==> src/dka_regs.vh <==
// register offsets, field positions, reset values and key signatures
// for the debug key access block; included by the design file
`ifndef DKA_REGS_VH
`define DKA_REGS_VH
`define DKA_KEY_STATUS_OFS   8'h07
`define DKA_RESET_REQ_OFS    8'h08
`define DKA_SYS_CTRL_OFS     8'h0a
`define DKA_SYS_STATUS_OFS   8'h0b
`define DKA_LINK_CTRL_OFS    8'h10
`define DKA_KS_ERASE_BIT     3
`define DKA_KS_PROG_BIT      4
`define DKA_KS_UROW_BIT      5
`define DKA_SC_KEEPCLK_BIT   0
`define DKA_SC_ROWDONE_BIT   1
`define DKA_SS_LOCK_BIT      0
`define DKA_SS_ROWRDY_BIT    2
`define DKA_SS_PROGRDY_BIT   3
`define DKA_SS_SLEEP_BIT     4
`define DKA_SS_SYSRST_BIT    5
`define DKA_SS_EFAIL_BIT     6
`define DKA_LC_ENABLE_BIT    0
`define DKA_LC_INFO_BIT      1
`define DKA_SYS_CTRL_RST     8'h01
`define DKA_LINK_CTRL_RST    8'h01
`define DKA_RESET_SIG        8'h59
`define DKA_KEY_ERASE        64'h4e564d4572617365
`define DKA_KEY_PROG         64'h4e564d50726f6720
`define DKA_KEY_UROW         64'h4e564d5573267465
`define DKA_UROW_BYTES       32
`define DKA_INFO_BYTES       16
`endif

==> src/dka_key_access.v <==
// debug key access control: key intake, info block readout, reset request,
// lock/erase status, user row buffer and sync-character event
// assumes system nvm/reset logic answers erase and copy with done pulses
//
// Contract
// - info block readable any time via info flag, regardless of lock.
// - every info block byte is an ascii character.
// - bytes 0-6 family, 7 reserved, 8-10 nvm, 11-13 debug, 14 rsvd, 15 osc.
// - 64-bit keys lsb first; activate only on exact signature match.
// - erase key plus reset request erases nvm and clears lock bits.
// - key status register shows a bit per activated key.
// - reset signature asserts system reset; writing 0x00 releases it.
// - lock status reads 1 while locked, 0 once erase finished.
// - erase failed bit reports erase outcome; zero means success.
// - while locked, system bus access from link refused.
// - user row key allows user row writes on locked device.
// - user row key plus reset pulse sets user row ready bit.
// - user row mode accepts writes to first 32 ram bytes, no reads.
// - buffered bytes copied one to one into user row.
// - done bit starts copy; ready bit clears when copy finishes.
// - one-cycle pulse event per rising edge within received sync character.
// - block only generates events, no event consumer inputs.
// - link stays alive in sleep; bus unavailable only with clock stopped.
// - status bit reads set while system is asleep.
// - keep system clock bit resets to 1; holds clock through sleep.
//
// Our own choices: the Avalon-MM slave port and the address map.
`timescale 1ns/1ps
`include "dka_regs.vh"
module dka_key_access #(
    parameter [55:0] FAMILY_IDENTIFIER = 56'h41424344454647, // arbitrary
    parameter [23:0] FIELD_A           = 24'h503030,         // arbitrary
    parameter [23:0] DEBUG_UNIT_VER    = 24'h443030,         // arbitrary
    parameter [7:0]  DEBUG_OSC_FREQ    = 8'h33               // arbitrary
) (
    // clock and reset
    input  wire        clk_sys,
    input  wire        resetn,
    // avalon-mm register slave
    input  wire [7:0]  avs_address,
    input  wire        avs_read,
    input  wire        avs_write,
    input  wire [31:0] avs_writedata,
    input  wire [3:0]  avs_byteenable,
    output reg  [31:0] avs_readdata,
    output wire        avs_waitrequest,
    // key byte stream from link
    input  wire        key_byte_valid,
    input  wire [7:0]  key_byte,
    // info block readout
    input  wire        info_req,
    input  wire [3:0]  info_index,
    output reg  [7:0]  info_byte_ff,
    output reg         info_valid_ff,
    // system bus requests from link
    input  wire        link_bus_req,
    input  wire        link_bus_write,
    input  wire [15:0] link_bus_addr,
    output wire        link_bus_grant,
    output wire        ram_write_en,
    // system side
    input  wire        sys_clock_running,
    input  wire        sys_sleeping,
    input  wire        lock_bits_set,
    input  wire        erase_done,
    input  wire        erase_failed,
    input  wire        copy_done,
    output reg         sys_reset_ff,
    output reg         erase_start_ff,
    output reg         copy_start_ff,
    output wire        keep_system_clock,
    // sync character event
    input  wire        sync_char_active,
    input  wire        link_pin,
    output reg         sync_event_ff
);
    reg  [63:0] key_shift_ff;
    reg  [2:0]  key_cnt_ff;
    reg         erase_key_active_ff;
    reg         nvm_program_key_active_ff;
    reg         user_row_key_active_ff;
    reg         user_row_program_ready_ff;
    reg         nvm_prog_ready_ff;
    reg         erase_pending_ff;
    reg         erase_fail_ff;
    reg  [7:0]  reset_request_ff;
    reg  [7:0]  sys_ctrl_ff;
    reg  [7:0]  link_ctrl_ff;
    reg         rst_prev_ff;
    reg         pin_prev_ff;
    reg         ack_ff;
    wire        link_enable = link_ctrl_ff[`DKA_LC_ENABLE_BIT];
    wire        acc = (avs_read | avs_write) & ~ack_ff;
    // write lands on the edge where waitrequest is low
    wire        wr = avs_write & ack_ff & avs_byteenable[0];
    wire [7:0]  wd = avs_writedata[7:0];
    wire [63:0] key_full = {key_byte, key_shift_ff[63:8]};
    wire        key_last = key_byte_valid & (key_cnt_ff == 3'h7);
    wire        reset_rel = rst_prev_ff & ~sys_reset_ff;
    wire        device_locked_flag = lock_bits_set | erase_pending_ff;
    wire        ks_wr = wr & (avs_address == `DKA_KEY_STATUS_OFS);
    wire [7:0]  key_status_reg = {2'h0, user_row_key_active_ff,
                                  nvm_program_key_active_ff, erase_key_active_ff, 3'h0};
    wire [7:0]  system_status_reg = {1'h0, erase_fail_ff, sys_reset_ff, sys_sleeping,
                                     nvm_prog_ready_ff, user_row_program_ready_ff,
                                     1'h0, device_locked_flag};
    wire [127:0] system_info_block = {DEBUG_OSC_FREQ, 8'h20, DEBUG_UNIT_VER, FIELD_A,
                                      8'h20, FAMILY_IDENTIFIER};
    assign avs_waitrequest   = acc;
    assign keep_system_clock = sys_ctrl_ff[`DKA_SC_KEEPCLK_BIT];
    assign link_bus_grant = link_bus_req & sys_clock_running &
                            (user_row_program_ready_ff ?
                             (link_bus_write & (link_bus_addr < `DKA_UROW_BYTES)) :
                             ~device_locked_flag);
    assign ram_write_en = link_bus_grant & link_bus_write;
    always @(posedge clk_sys)
    begin
        if (!resetn)
        begin
            ack_ff       <= 1'b0;
            avs_readdata <= 32'h0;
        end
        else
        begin
            ack_ff <= acc;
            if (avs_read & ~ack_ff)
            begin
                case (avs_address)
                    `DKA_KEY_STATUS_OFS: avs_readdata <= {24'h0, key_status_reg};
                    `DKA_RESET_REQ_OFS:  avs_readdata <= {24'h0, reset_request_ff};
                    `DKA_SYS_CTRL_OFS:   avs_readdata <= {24'h0, sys_ctrl_ff};
                    `DKA_SYS_STATUS_OFS: avs_readdata <= {24'h0, system_status_reg};
                    `DKA_LINK_CTRL_OFS:  avs_readdata <= {24'h0, link_ctrl_ff};
                    default:             avs_readdata <= 32'h0;
                endcase
            end
        end
    end
    // key intake and activation
    always @(posedge clk_sys)
    begin
        if (!resetn || !link_enable)
        begin
            key_shift_ff              <= 64'h0;
            key_cnt_ff                <= 3'h0;
            erase_key_active_ff       <= 1'b0;
            nvm_program_key_active_ff <= 1'b0;
            user_row_key_active_ff    <= 1'b0;
        end
        else
        begin
            if (key_byte_valid)
            begin
                key_shift_ff <= key_full;
                key_cnt_ff   <= key_cnt_ff + 3'h1;
            end
            if (key_last && key_full == `DKA_KEY_ERASE)
                erase_key_active_ff <= 1'b1;
            else if (reset_rel && erase_key_active_ff)
                erase_key_active_ff <= 1'b0;
            if (key_last && key_full == `DKA_KEY_PROG)
                nvm_program_key_active_ff <= 1'b1;
            if (key_last && key_full == `DKA_KEY_UROW)
                user_row_key_active_ff <= 1'b1;
            else if (ks_wr && wd[`DKA_KS_UROW_BIT])
                user_row_key_active_ff <= 1'b0;
        end
    end
    // reset request, erase and program modes
    always @(posedge clk_sys)
    begin
        if (!resetn)
        begin
            reset_request_ff          <= 8'h00;
            sys_reset_ff              <= 1'b0;
            rst_prev_ff               <= 1'b0;
            erase_start_ff            <= 1'b0;
            erase_pending_ff          <= 1'b0;
            erase_fail_ff             <= 1'b0;
            nvm_prog_ready_ff         <= 1'b0;
            user_row_program_ready_ff <= 1'b0;
            copy_start_ff             <= 1'b0;
            sys_ctrl_ff               <= `DKA_SYS_CTRL_RST;
            link_ctrl_ff              <= `DKA_LINK_CTRL_RST;
        end
        else
        begin
            rst_prev_ff    <= sys_reset_ff;
            erase_start_ff <= 1'b0;
            copy_start_ff  <= 1'b0;
            if (wr && avs_address == `DKA_RESET_REQ_OFS)
            begin
                reset_request_ff <= wd;
                sys_reset_ff     <= (wd == `DKA_RESET_SIG);
            end
            if (wr && avs_address == `DKA_LINK_CTRL_OFS)
                link_ctrl_ff <= wd;
            if (wr && avs_address == `DKA_SYS_CTRL_OFS)
                sys_ctrl_ff <= {6'h0, wd[`DKA_SC_ROWDONE_BIT], wd[`DKA_SC_KEEPCLK_BIT]};
            if (!link_enable)
                sys_ctrl_ff[`DKA_SC_KEEPCLK_BIT] <= 1'b1;
            if (reset_rel && erase_key_active_ff)
            begin
                erase_start_ff   <= 1'b1;
                erase_pending_ff <= 1'b1;
            end
            else if (erase_done)
            begin
                erase_pending_ff <= 1'b0;
                erase_fail_ff    <= erase_failed;
            end
            if (reset_rel)
                nvm_prog_ready_ff <= nvm_program_key_active_ff & ~lock_bits_set;
            if (reset_rel && user_row_key_active_ff && !user_row_program_ready_ff)
                user_row_program_ready_ff <= 1'b1;
            else if (copy_done || !link_enable)
                user_row_program_ready_ff <= 1'b0;
            if (user_row_program_ready_ff && sys_ctrl_ff[`DKA_SC_ROWDONE_BIT])
            begin
                copy_start_ff <= 1'b1;
                sys_ctrl_ff[`DKA_SC_ROWDONE_BIT] <= 1'b0;
            end
        end
    end
    // info block readout and sync event
    always @(posedge clk_sys)
    begin
        if (!resetn)
        begin
            info_byte_ff  <= 8'h00;
            info_valid_ff <= 1'b0;
            pin_prev_ff   <= 1'b0;
            sync_event_ff <= 1'b0;
        end
        else
        begin
            info_valid_ff <= info_req;
            if (info_req)
                info_byte_ff <= system_info_block[{info_index, 3'h0} +: 8];
            pin_prev_ff   <= link_pin;
            sync_event_ff <= sync_char_active & link_pin & ~pin_prev_ff;
        end
    end
endmodule // dka_key_access

==> config.mk <==
export PLATFORM = sky130hd
export DESIGN_NAME = dka_key_access
export DESIGN_NICKNAME = d
export VERILOG_FILES = /design/src/dka_key_access.v
export VERILOG_INCLUDE_DIRS = /design/src
export SDC_FILE = /design/constraint.sdc
export NUM_CORES = 1
export LEC_CHECK = 0
export ABC_AREA = 1
export BUFFER_PORTS_ARGS = -buffer_cell sky130_fd_sc_hd__buf_2
export CAP_MARGIN = 5
export CORE_MARGIN = 2
export CORE_UTILIZATION = 52
export CTS_CLUSTER_DIAMETER = 80
export CTS_CLUSTER_SIZE = 24
export DETAILED_ROUTE_END_ITERATION = 8
export PLACE_DENSITY = 0.84
export SYNTH_ARGS = -nofsm -noshare
export SYNTH_HDL_FRONTEND = slang
export SYNTH_SLANG_ARGS = --single-unit
==> constraint.sdc <==
create_clock -name clk_sys -period 1.4 [get_ports clk_sys]
set_clock_uncertainty 0.15 [all_clocks]
set_input_delay 0.21 -clock clk_sys [delete_from_list [all_inputs] [get_ports clk_sys]]
set_output_delay 0.21 -clock clk_sys [all_outputs]
set_load 0.01 [all_outputs]
Word level (Yosys, flattened, before mapping)
Index checks and enable logic that the tools add are counted.
{"block": "word_totals", "elab_cells": 94, "regBits": 140, "out_inout_bits": 49, "in_bits": 88}
{"block": "op_classes", "add_sub_neg": 1, "n_mux": 12, "eq_ne": 10, "n_reduce_logical": 23, "magnitude_cmp": 1, "shifts": 1, "n_bitwise": 23}
{"operator": "$eq 64x63->1 const B", "n": 3}
{"operator": "$shiftx 128x8->8 const A", "n": 1}
{"operator": "$pmux 8 s5", "n": 1}
{"operator": "$eq 8x4->1 const B", "n": 3}
{"operator": "$lt 16x6->1 const B", "n": 1}
{"operator": "$and 1x1->1", "n": 14}
{"operator": "$logic_and 1x1->1", "n": 11}
{"operator": "$mux 1", "n": 11}
{"operator": "$eq 8x3->1 const B", "n": 1}
{"operator": "$eq 8x5->1 const B", "n": 1}
{"operator": "$eq 8x7->1 const B", "n": 1}
{"operator": "$reduce_bool 2->1", "n": 4}
{"operator": "$not 1->1", "n": 7}
{"operator": "$reduce_and 2->1", "n": 2}
{"operator": "$add 3x1->3 const B", "n": 1}
{"operator": "$eq 3x3->1 const B", "n": 1}
{"operator": "$logic_not 1->1", "n": 3}
{"operator": "$logic_or 1x1->1", "n": 2}
{"operator": "$or 1x1->1", "n": 2}
{"operator": "$reduce_or 2->1", "n": 1}

Logic depth before layout (Yosys ltp)
Gate-level depths: netlist of the first run.
{"block": "logic_depth", "word_depth": 6, "depth_mapped": 9, "mapped_depth_nobuf": 9}

Least setup slack after synthesis of the first run
No wires, ideal clock.
{"block": "synth_path", "path_type": "register to output", "start": "register erase_pending_ff", "end": "output port ram_write_en", "path_slack_ps": -6, "n_path_buf": 0, "t_required_ps": 1040, "stages_incl_launch_ff": 5, "t_arrival_ps": 1046, "path_cell_list": "dfxtp_1 > or2_2 > nand2_1 > nand3_1 > nor3b_1"}
{"block": "synth_between", "elab_chain_cells": 5}
{"element": "start, declared", "line": "dka_key_access.v:84", "rtl": "reg erase_pending_ff;"}
{"element": "start signal, assigned", "line": "dka_key_access.v:178", "rtl": "erase_pending_ff <= 1'b0;"}
{"element": "start signal, assigned", "line": "dka_key_access.v:205", "rtl": "erase_pending_ff <= 1'b1;"}
{"element": "start signal, assigned", "line": "dka_key_access.v:209", "rtl": "erase_pending_ff <= 1'b0;"}
{"element": "$or 1x1->1", "line": "dka_key_access.v:100", "rtl": "wire device_locked_flag = lock_bits_set | erase_pending_ff;"}
{"element": "$not 1->1", "line": "dka_key_access.v:114", "rtl": "~device_locked_flag);"}
{"element": "$mux 1", "line": "dka_key_access.v:112", "rtl": "(user_row_program_ready_ff ?"}
{"element": "$and 1x1->1", "line": "dka_key_access.v:111", "rtl": "assign link_bus_grant = link_bus_req & sys_clock_running &"}
{"element": "$and 1x1->1", "line": "dka_key_access.v:115", "rtl": "assign ram_write_en = link_bus_grant & link_bus_write;"}
{"element": "end, declared", "line": "dka_key_access.v:60", "rtl": "output wire ram_write_en,"}
No other way between the ends.

Final worst setup path of the first run
Same ends and word-level chain as after synthesis.

==> metrics.md, run 1 <==
| Metric | Value |
|---|---|
| Share of cells above drive strength 1 | 22.6% |
| Post-synth top flop | dfxtp_1 |
| Leading area contributor after synthesis | dfxtp_1 |
| First-pass GRT wire length | 19.2 mm |
| RSZ-0062 raised after global routing | yes |
| Clock root cell | clkbuf_8 |
| CTS tree | yes |
| Area contributors post-synth | dfxtp_1 44%, a21oi_1 9.5%, nand2_1 7.2% |
| Remaining antenna violation count | 0 |
| Register area | 2130 µm² |
| Max Root-Sink Buffers | 2 |
| Critical path capture point type | primary output |
| CTS sink count | 106 |
| Number of global-route vias before repair | 4317 |
| Min-delay worst type | in -> reg |
| Crit Path Class | reg -> out |
| Core Region | 9110 µm² |
| Drt wl/cell | 13.8 µm |
| Largest net degree at the start of global routing | 47 |
| FF-to-FF Start | key_cnt_ff[0] |
| Clock Pin Slew Worst Setup and Hold Paths | 0.10 ns |
| XOR/XNOR Fraction of Synth Area | 0.182% |
| Crit path max fanout | 2 |
| Total number of H-tree levels | 3 |
| Die span in x | 100 µm |
| Setup crit start kind | register |
| Routed length on met1 | 5.17 mm |
| GPL Wtd Cong | 0.920 |
| Async S/R FF share, synth | 0% |
| Synth Area in Compound Gates | 18.6% |
| DRT Pass-1 Iters | 5 |
| Post-synth EDFFs | 0 |
| Mean Syn Cell Area | 7.47 µm² |
| ANT cells | 0 |
| Status | complete, but fails checks |
| Crit path launch | erase_pending_ff |
| Worst-skew pair later-pin latency | 0.37 ns |
| Drt total wl | 12.1 mm |
| Share of the synthesized area in the top cell type | 44.0% |
| Non-filler cells, final | 877 |
| Synth cell types | 38 |
| Fin crit share | 121% |
| Met2 WL | 5.85 mm |
| Max_cap viols | 0 |
| Total gr overflow | 0 |
| Leakage | 2.65 nW |
| CP required | 1.04 ns |
| Commonest cells after routing, fill and taps aside | 101 x dfxtp_1, 90 x nand2_1, 90 x a21oi_1 |
| Top layer in use | met4 |
| Num CTS Buffers | 9 |
| Max rail drop VDD | 0.000731 V |
| Detailed-route via count | 4651 |
| Post-DP HPWL | 8.34 mm |
| Sequential area share after synthesis | 44.0% |
| Post-route DRC | 0 |
| Minimum clock period | 1.69 ns |
| FILL cells | 762 |
| Vias per inst | 5.30 |
| Ys Warns | 0 |
| Hold_sp | info_index[3] |
| Setup TNS | -0.625 ns |
| Syn Inst Count | 645 |
| Multi-input logic area | 2260 µm² |
| Final WS setup | -0.295 ns |
| # port buffers | 78 |
| Most common cell after layout, fill and taps aside | dfxtp_1 |
| Die area | 10100 µm² |
| Overall routing resource usage | 23.6% |
| Highest clock rate | 0.590 GHz |
| # placed instances | 836 |
| Largest family of logic cells by synthesized area | simple AND/OR/NAND/NOR gates |
| Starting Density | 52.9% |
| FF+latch count, synth | 106 |
| Adder-cell share of the synthesized area | 1.82% |
| Simple-Gate Fraction of Synth Area | 22.1% |
| Num rows | 35 |
| Nets@finish | 856 |
| Final Hold Vio Count | 0 |
| Dpl ws | -0.0989 ns |
| Initial antenna violation count | 0 |
| Io pins | 137 |
| Post-synthesis mux area share | 0% |
| Mapped cell area | 4820 µm² |
| Drt first-iter violations | 343 |
| Met3 WL | 817 µm |
| Area grow syn2layout | 23.5% |
| Failing checks | setup timing |
| WP data arrival | 1.33 ns |
| Die H | 100 µm |
| # setup viols final | 5 |
| Power per cell area | 1000 nW/µm² |
| Fin. max-slew vios | 0 |
| Final core occ | 65.3% |
==> metal layers <==
metal,GRT usage [%],vias up
met3,4.18,30
met2,39.9,207
li1,-,2299
met5,0,-
met4,8.32,0
met1,30.2,2115
==> cells in the mapped netlist (6+ instances only) <==
cell type,number
dfxtp_1,106
nand2_1,92
a21oi_1,91
inv_1,76
o21ai_0,61
nor2_1,56
nand3_1,46
buf_4,32
nand4_1,14
clkbuf_1,11
ha_1,7
nor3_1,6
==> through the flow <==
step / hold WS (ns) / area (µm²) / total power [mW]
2_1_floorplan: 0.153 / 4920 / 3.71
5_1_grt: 0.0350 / 5950 / 6.20
3_5_place_dp: 0.227 / 5360 / 3.91
3_3_place_gp: 0.221 / 5360 / 3.87
4_1_cts: 0.00509 / 5850 / 5.95
6_report: 0.0195 / 5950 / 5.95
==> state kept, by name (all words and copies together) (netlist names) <==
register                   count
avs_readdata                   8
sys_ctrl_ff                    2
erase_fail_ff                  1
info_valid_ff                  1
user_row_program_ready_ff      1
sync_event_ff                  1
erase_key_active_ff            1
user_row_key_active_ff         1
reset_request_ff               8
rst_prev_ff                    1
nvm_prog_ready_ff              1
ack_ff                         1
sys_reset_ff                   1
erase_start_ff                 1
info_byte_ff                   6
link_ctrl_ff                   8
key_shift_ff                  56
erase_pending_ff               1
key_cnt_ff                     3
pin_prev_ff                    1
nvm_program_key_active_ff      1
copy_start_ff                  1
==> worst max-delay path, stage by stage (launching register included) <==
cell,delay (ns)
dfxtp_2,0.33
or2_4,0.23
nand2_2,0.06
nand3_2,0.07
nor3b_2,0.14
buf_2,0.14
==> power breakdown <==
group	internal (mW)	switching [mW]	total [mW]
Clock	0.912	1.10	2.02
Combinational	0.292	0.426	0.718
Sequential	3.14	0.0794	3.22
==> logic make-up (layout without fill, tap and decap cells) <==
| family | count (synthesis) | after routing |
|---|---|---|
| xor+xnor | 1 | 1 |
| simple gates | 229 | 230 |
| flops | 106 | 106 |
| buf+inv | 131 | 226 |
| fa+ha+maj | 7 | 7 |
| other cells | 1 | 26 |
| compound gates | 170 | 170 |
==> path summary, 6_finish.rpt <==
path	depth (start not counted)	slack [ns]	end
worst max-delay path	5	-0.29	ram_write_en
worst min-delay path	3	0.02	info_byte_ff[4]
worst max register to register	8	-0.04	user_row_key_active_ff
worst min register to register	1	0.24	sync_event_ff
==> final cells by class <==
| type | count | share of cell area (%) |
|---|---|---|
| Clock buffer | 10 | 2.31 |
| Clock inverter | 6 | 1.28 |
| Inverter | 79 | 4.98 |
| Multi-Input combinational cell | 434 | 38.0 |
| Sequential cell | 106 | 35.8 |
| Tap cell | 111 | 2.33 |
| Timing Repair Buffer | 131 | 15.3 |
==> repair_timing <==
| action | 4_1_cts | 5_1_grt |
|---|---|---|
| setup endpoints to repair | 6 | 17 |
| pin swaps | 8 | 9 |
| cloned | 0 | 2 |
| endpoints found under the hold margin | 27 | 0 |
| setup buffers | 1 | 2 |
| hold buffers | 20 | 0 |
| gates resized for setup | 18 | 16 |
(Power assumes the default switching activity.)
==> inputs of run 2 (changes only) <==
MAX_ROUTING_LAYER = met4   (was unset)
==> run 2 against run 1 <==
  * Via count fell by 0.84%
  * Highest routed layer unchanged
  * The run still ends with setup timing left
  * Cell count fell by 0.34%
  * Critical path depth did not move
  * Clock-buffer cell count fell by 1
  * First-iteration DRC count fell by 22%
  * Register-to-register slack got worse by 0.09 ns
  * Sequential share of layout area rose by 0.15 points
==> metrics.md, run 2 (synthesized netlist as in run 1, its figures left out) <==
| Metric | Value |
|---|---|
| Failing checks | setup timing (unchanged) |
| Area grow syn2layout | 22.9% (was 23.5%) |
| Remaining antenna violation count | 0 (unchanged) |
| Post-route DRC | 0 (unchanged) |
| Initial antenna violation count | 0 (unchanged) |
| Highest clock rate | 0.583 GHz (was 0.590 GHz) |
| Die H | 100 µm (unchanged) |
| Largest net degree at the start of global routing | 59 (was 47) |
| Max_cap viols | 0 (unchanged) |
| CP required | 1.04 ns (about the same) |
| Minimum clock period | 1.72 ns (was 1.69 ns) |
| CTS sink count | 106 (unchanged) |
| Most common cell after layout, fill and taps aside | dfxtp_1 (unchanged) |
| GPL Wtd Cong | 0.931 (was 0.920) |
| Max rail drop VDD | 0.000598 V (was 0.000731 V) |
| Vias per inst | 5.28 (was 5.30) |
| Detailed-route via count | 4612 (was 4651) |
| Post-DP HPWL | 8.24 mm (was 8.34 mm) |
| Total number of H-tree levels | 3 (unchanged) |
| CTS tree | yes (unchanged) |
| Leakage | 2.62 nW (was 2.65 nW) |
| Clock root cell | clkbuf_8 (unchanged) |
| Total gr overflow | 0 (unchanged) |
| Drt wl/cell | 13.6 µm (was 13.8 µm) |
| Num rows | 35 (unchanged) |
| Largest register FFs | 56 (unchanged) |
| RSZ-0062 raised after global routing | yes (unchanged) |
| Reg2Reg Setup Slack | -0.13 ns (was -0.04 ns) |
| Overall routing resource usage | 24.0% (was 23.6%) |
| First-pass GRT wire length | 19.1 mm (was 19.2 mm) |
| # setup viols final | 5 (unchanged) |
| Drt total wl | 11.9 mm (was 12.1 mm) |
| Starting Density | 52.9% (unchanged) |
| Min-delay worst type | in -> reg (unchanged) |
| Hold Path End | sync_event_ff (was info_byte_ff[4]) |
| Final WS setup | -0.316 ns (was -0.295 ns) |
| Final Hold Vio Count | 0 (unchanged) |
| Clock Pin Slew Worst Setup and Hold Paths | 0.10 ns (about the same) |
| FF-to-FF Start | key_cnt_ff[0] (unchanged) |
| Fin. max-slew vios | 0 (unchanged) |
| WP data arrival | 1.36 ns (was 1.33 ns) |
| Worst-skew pair later-pin latency | 0.37 ns (about the same) |
| Die area | 10100 µm² (unchanged) |
| ANT cells | 0 (unchanged) |
| Io pins | 137 (unchanged) |
| Hold_sp | link_pin (was info_index[3]) |
| Nets@finish | 853 (was 856) |
| Hold Path Cell Cnt | 5 (was 3) |
| Setup crit start kind | register (unchanged) |
| Crit Path Class | reg -> out (unchanged) |
| Num CTS Buffers | 9 (unchanged) |
| Critical path capture point type | primary output (unchanged) |
| Setup TNS | -0.838 ns (was -0.625 ns) |
| Core Region | 9110 µm² (unchanged) |
| Die span in x | 100 µm (unchanged) |
| R2R Path End | nvm_program_key_active_ff (was user_row_key_active_ff) |
| Crit path launch | erase_pending_ff (unchanged) |
| Final core occ | 65.0% (was 65.3%) |
| Max Root-Sink Buffers | 2 (unchanged) |
| Share of cells above drive strength 1 | 22.3% (was 22.6%) |
| Commonest cells after routing, fill and taps aside | 102 x dfxtp_1, 89 x nand2_1, 88 x a21oi_1 (was 101 x dfxtp_1, 90 x nand2_1, 90 x a21oi_1) |
| R2R depth | 8 (unchanged) |
| Drt first-iter violations | 268 (was 343) |
| Overall power | 5.89 mW (was 5.95 mW) |
| # port buffers | 78 (unchanged) |
| DRT Pass-1 Iters | 5 (unchanged) |
| Number of global-route vias before repair | 4296 (was 4317) |
| Crit path max fanout | 2 (unchanged) |
| Fin crit share | 123% (was 121%) |
| Power per cell area | 995 nW/µm² (was 1000 nW/µm²) |
| Largest Register | key_shift_ff (unchanged) |
| Status | complete, but fails checks (unchanged) |
==> run 2: worst max path at each step <==
stage | endpoint | slack (ns) | cells after the start
detailed placement | link_ctrl_ff[6] | -0.16 | 9
finish | ram_write_en | -0.32 | 5
floorplan | erase_key_active_ff | 0.06 | 8
global placement | link_ctrl_ff[4] | -0.11 | 9
global route | ram_write_en | -0.41 | 5
CTS | ram_write_en | -0.32 | 5
==> run 2: repair_timing <==
action                                  in CTS  in global routing
resized for setup                           17                 12
endpoints found under the setup margin       6                 12
pin swaps                                    9                  9
hold buffers                                23                  0
hold endpoints to repair                    28                  0
buffers inserted                             1                  3
cloned                                       0                  0
==> run 2: area by class of cell <==
cell class                 instances  area [µm²]
timing repair buffer             129         891
fill                             765        3190
multi-input combinational        433        2260
clock buffer                       9         124
clock inverter                     7        83.8
tap                              111         139
sequential                       106        2130
inverter                          79         297
==> run 2: critical path, stage by stage (launching register included) <==
cell and delay, ns:
dfxtp_2 0.33, or2_4 0.23, nand2_2 0.07, nand3_2 0.08
nor3b_2 0.15, buf_2 0.15
==> run 2: through the flow <==
| stage | worst slack, ns | hold slack [ns] | instances | cell area (µm²) |
|---|---|---|---|---|
| after floorplan | 0.0635 | 0.153 | 670 | 4920 |
| after global placement | -0.112 | 0.221 | 833 | 5370 |
| after detailed placement | -0.162 | 0.235 | 833 | 5370 |
| after CTS | -0.321 | 0.00895 | 872 | 5870 |
| after global routing | -0.408 | 0.0227 | 874 | 5920 |
| final | -0.316 | 0.00907 | 874 | 5920 |
==> run 2: where the power goes <==
part           internal [mW]  switching, mW  total (mW)  leakage, nW
clock network          0.862           1.11        1.97        0.108
logic                  0.288          0.415       0.703         1.65
registers               3.14         0.0804        3.22        0.869
==> run 2: metal layers <==
layer  track usage (%)  part of all wire [%]  routed length, µm  vias to the layer above
li1                  -                     -                  -                     2296
met1              29.9                    44               5240                     2116
met2              39.6                    48               5700                      179
met3              5.15                   6.0                710                       21
met4              6.32                   1.7                198                        0
met5                 -                     0                  0                        -
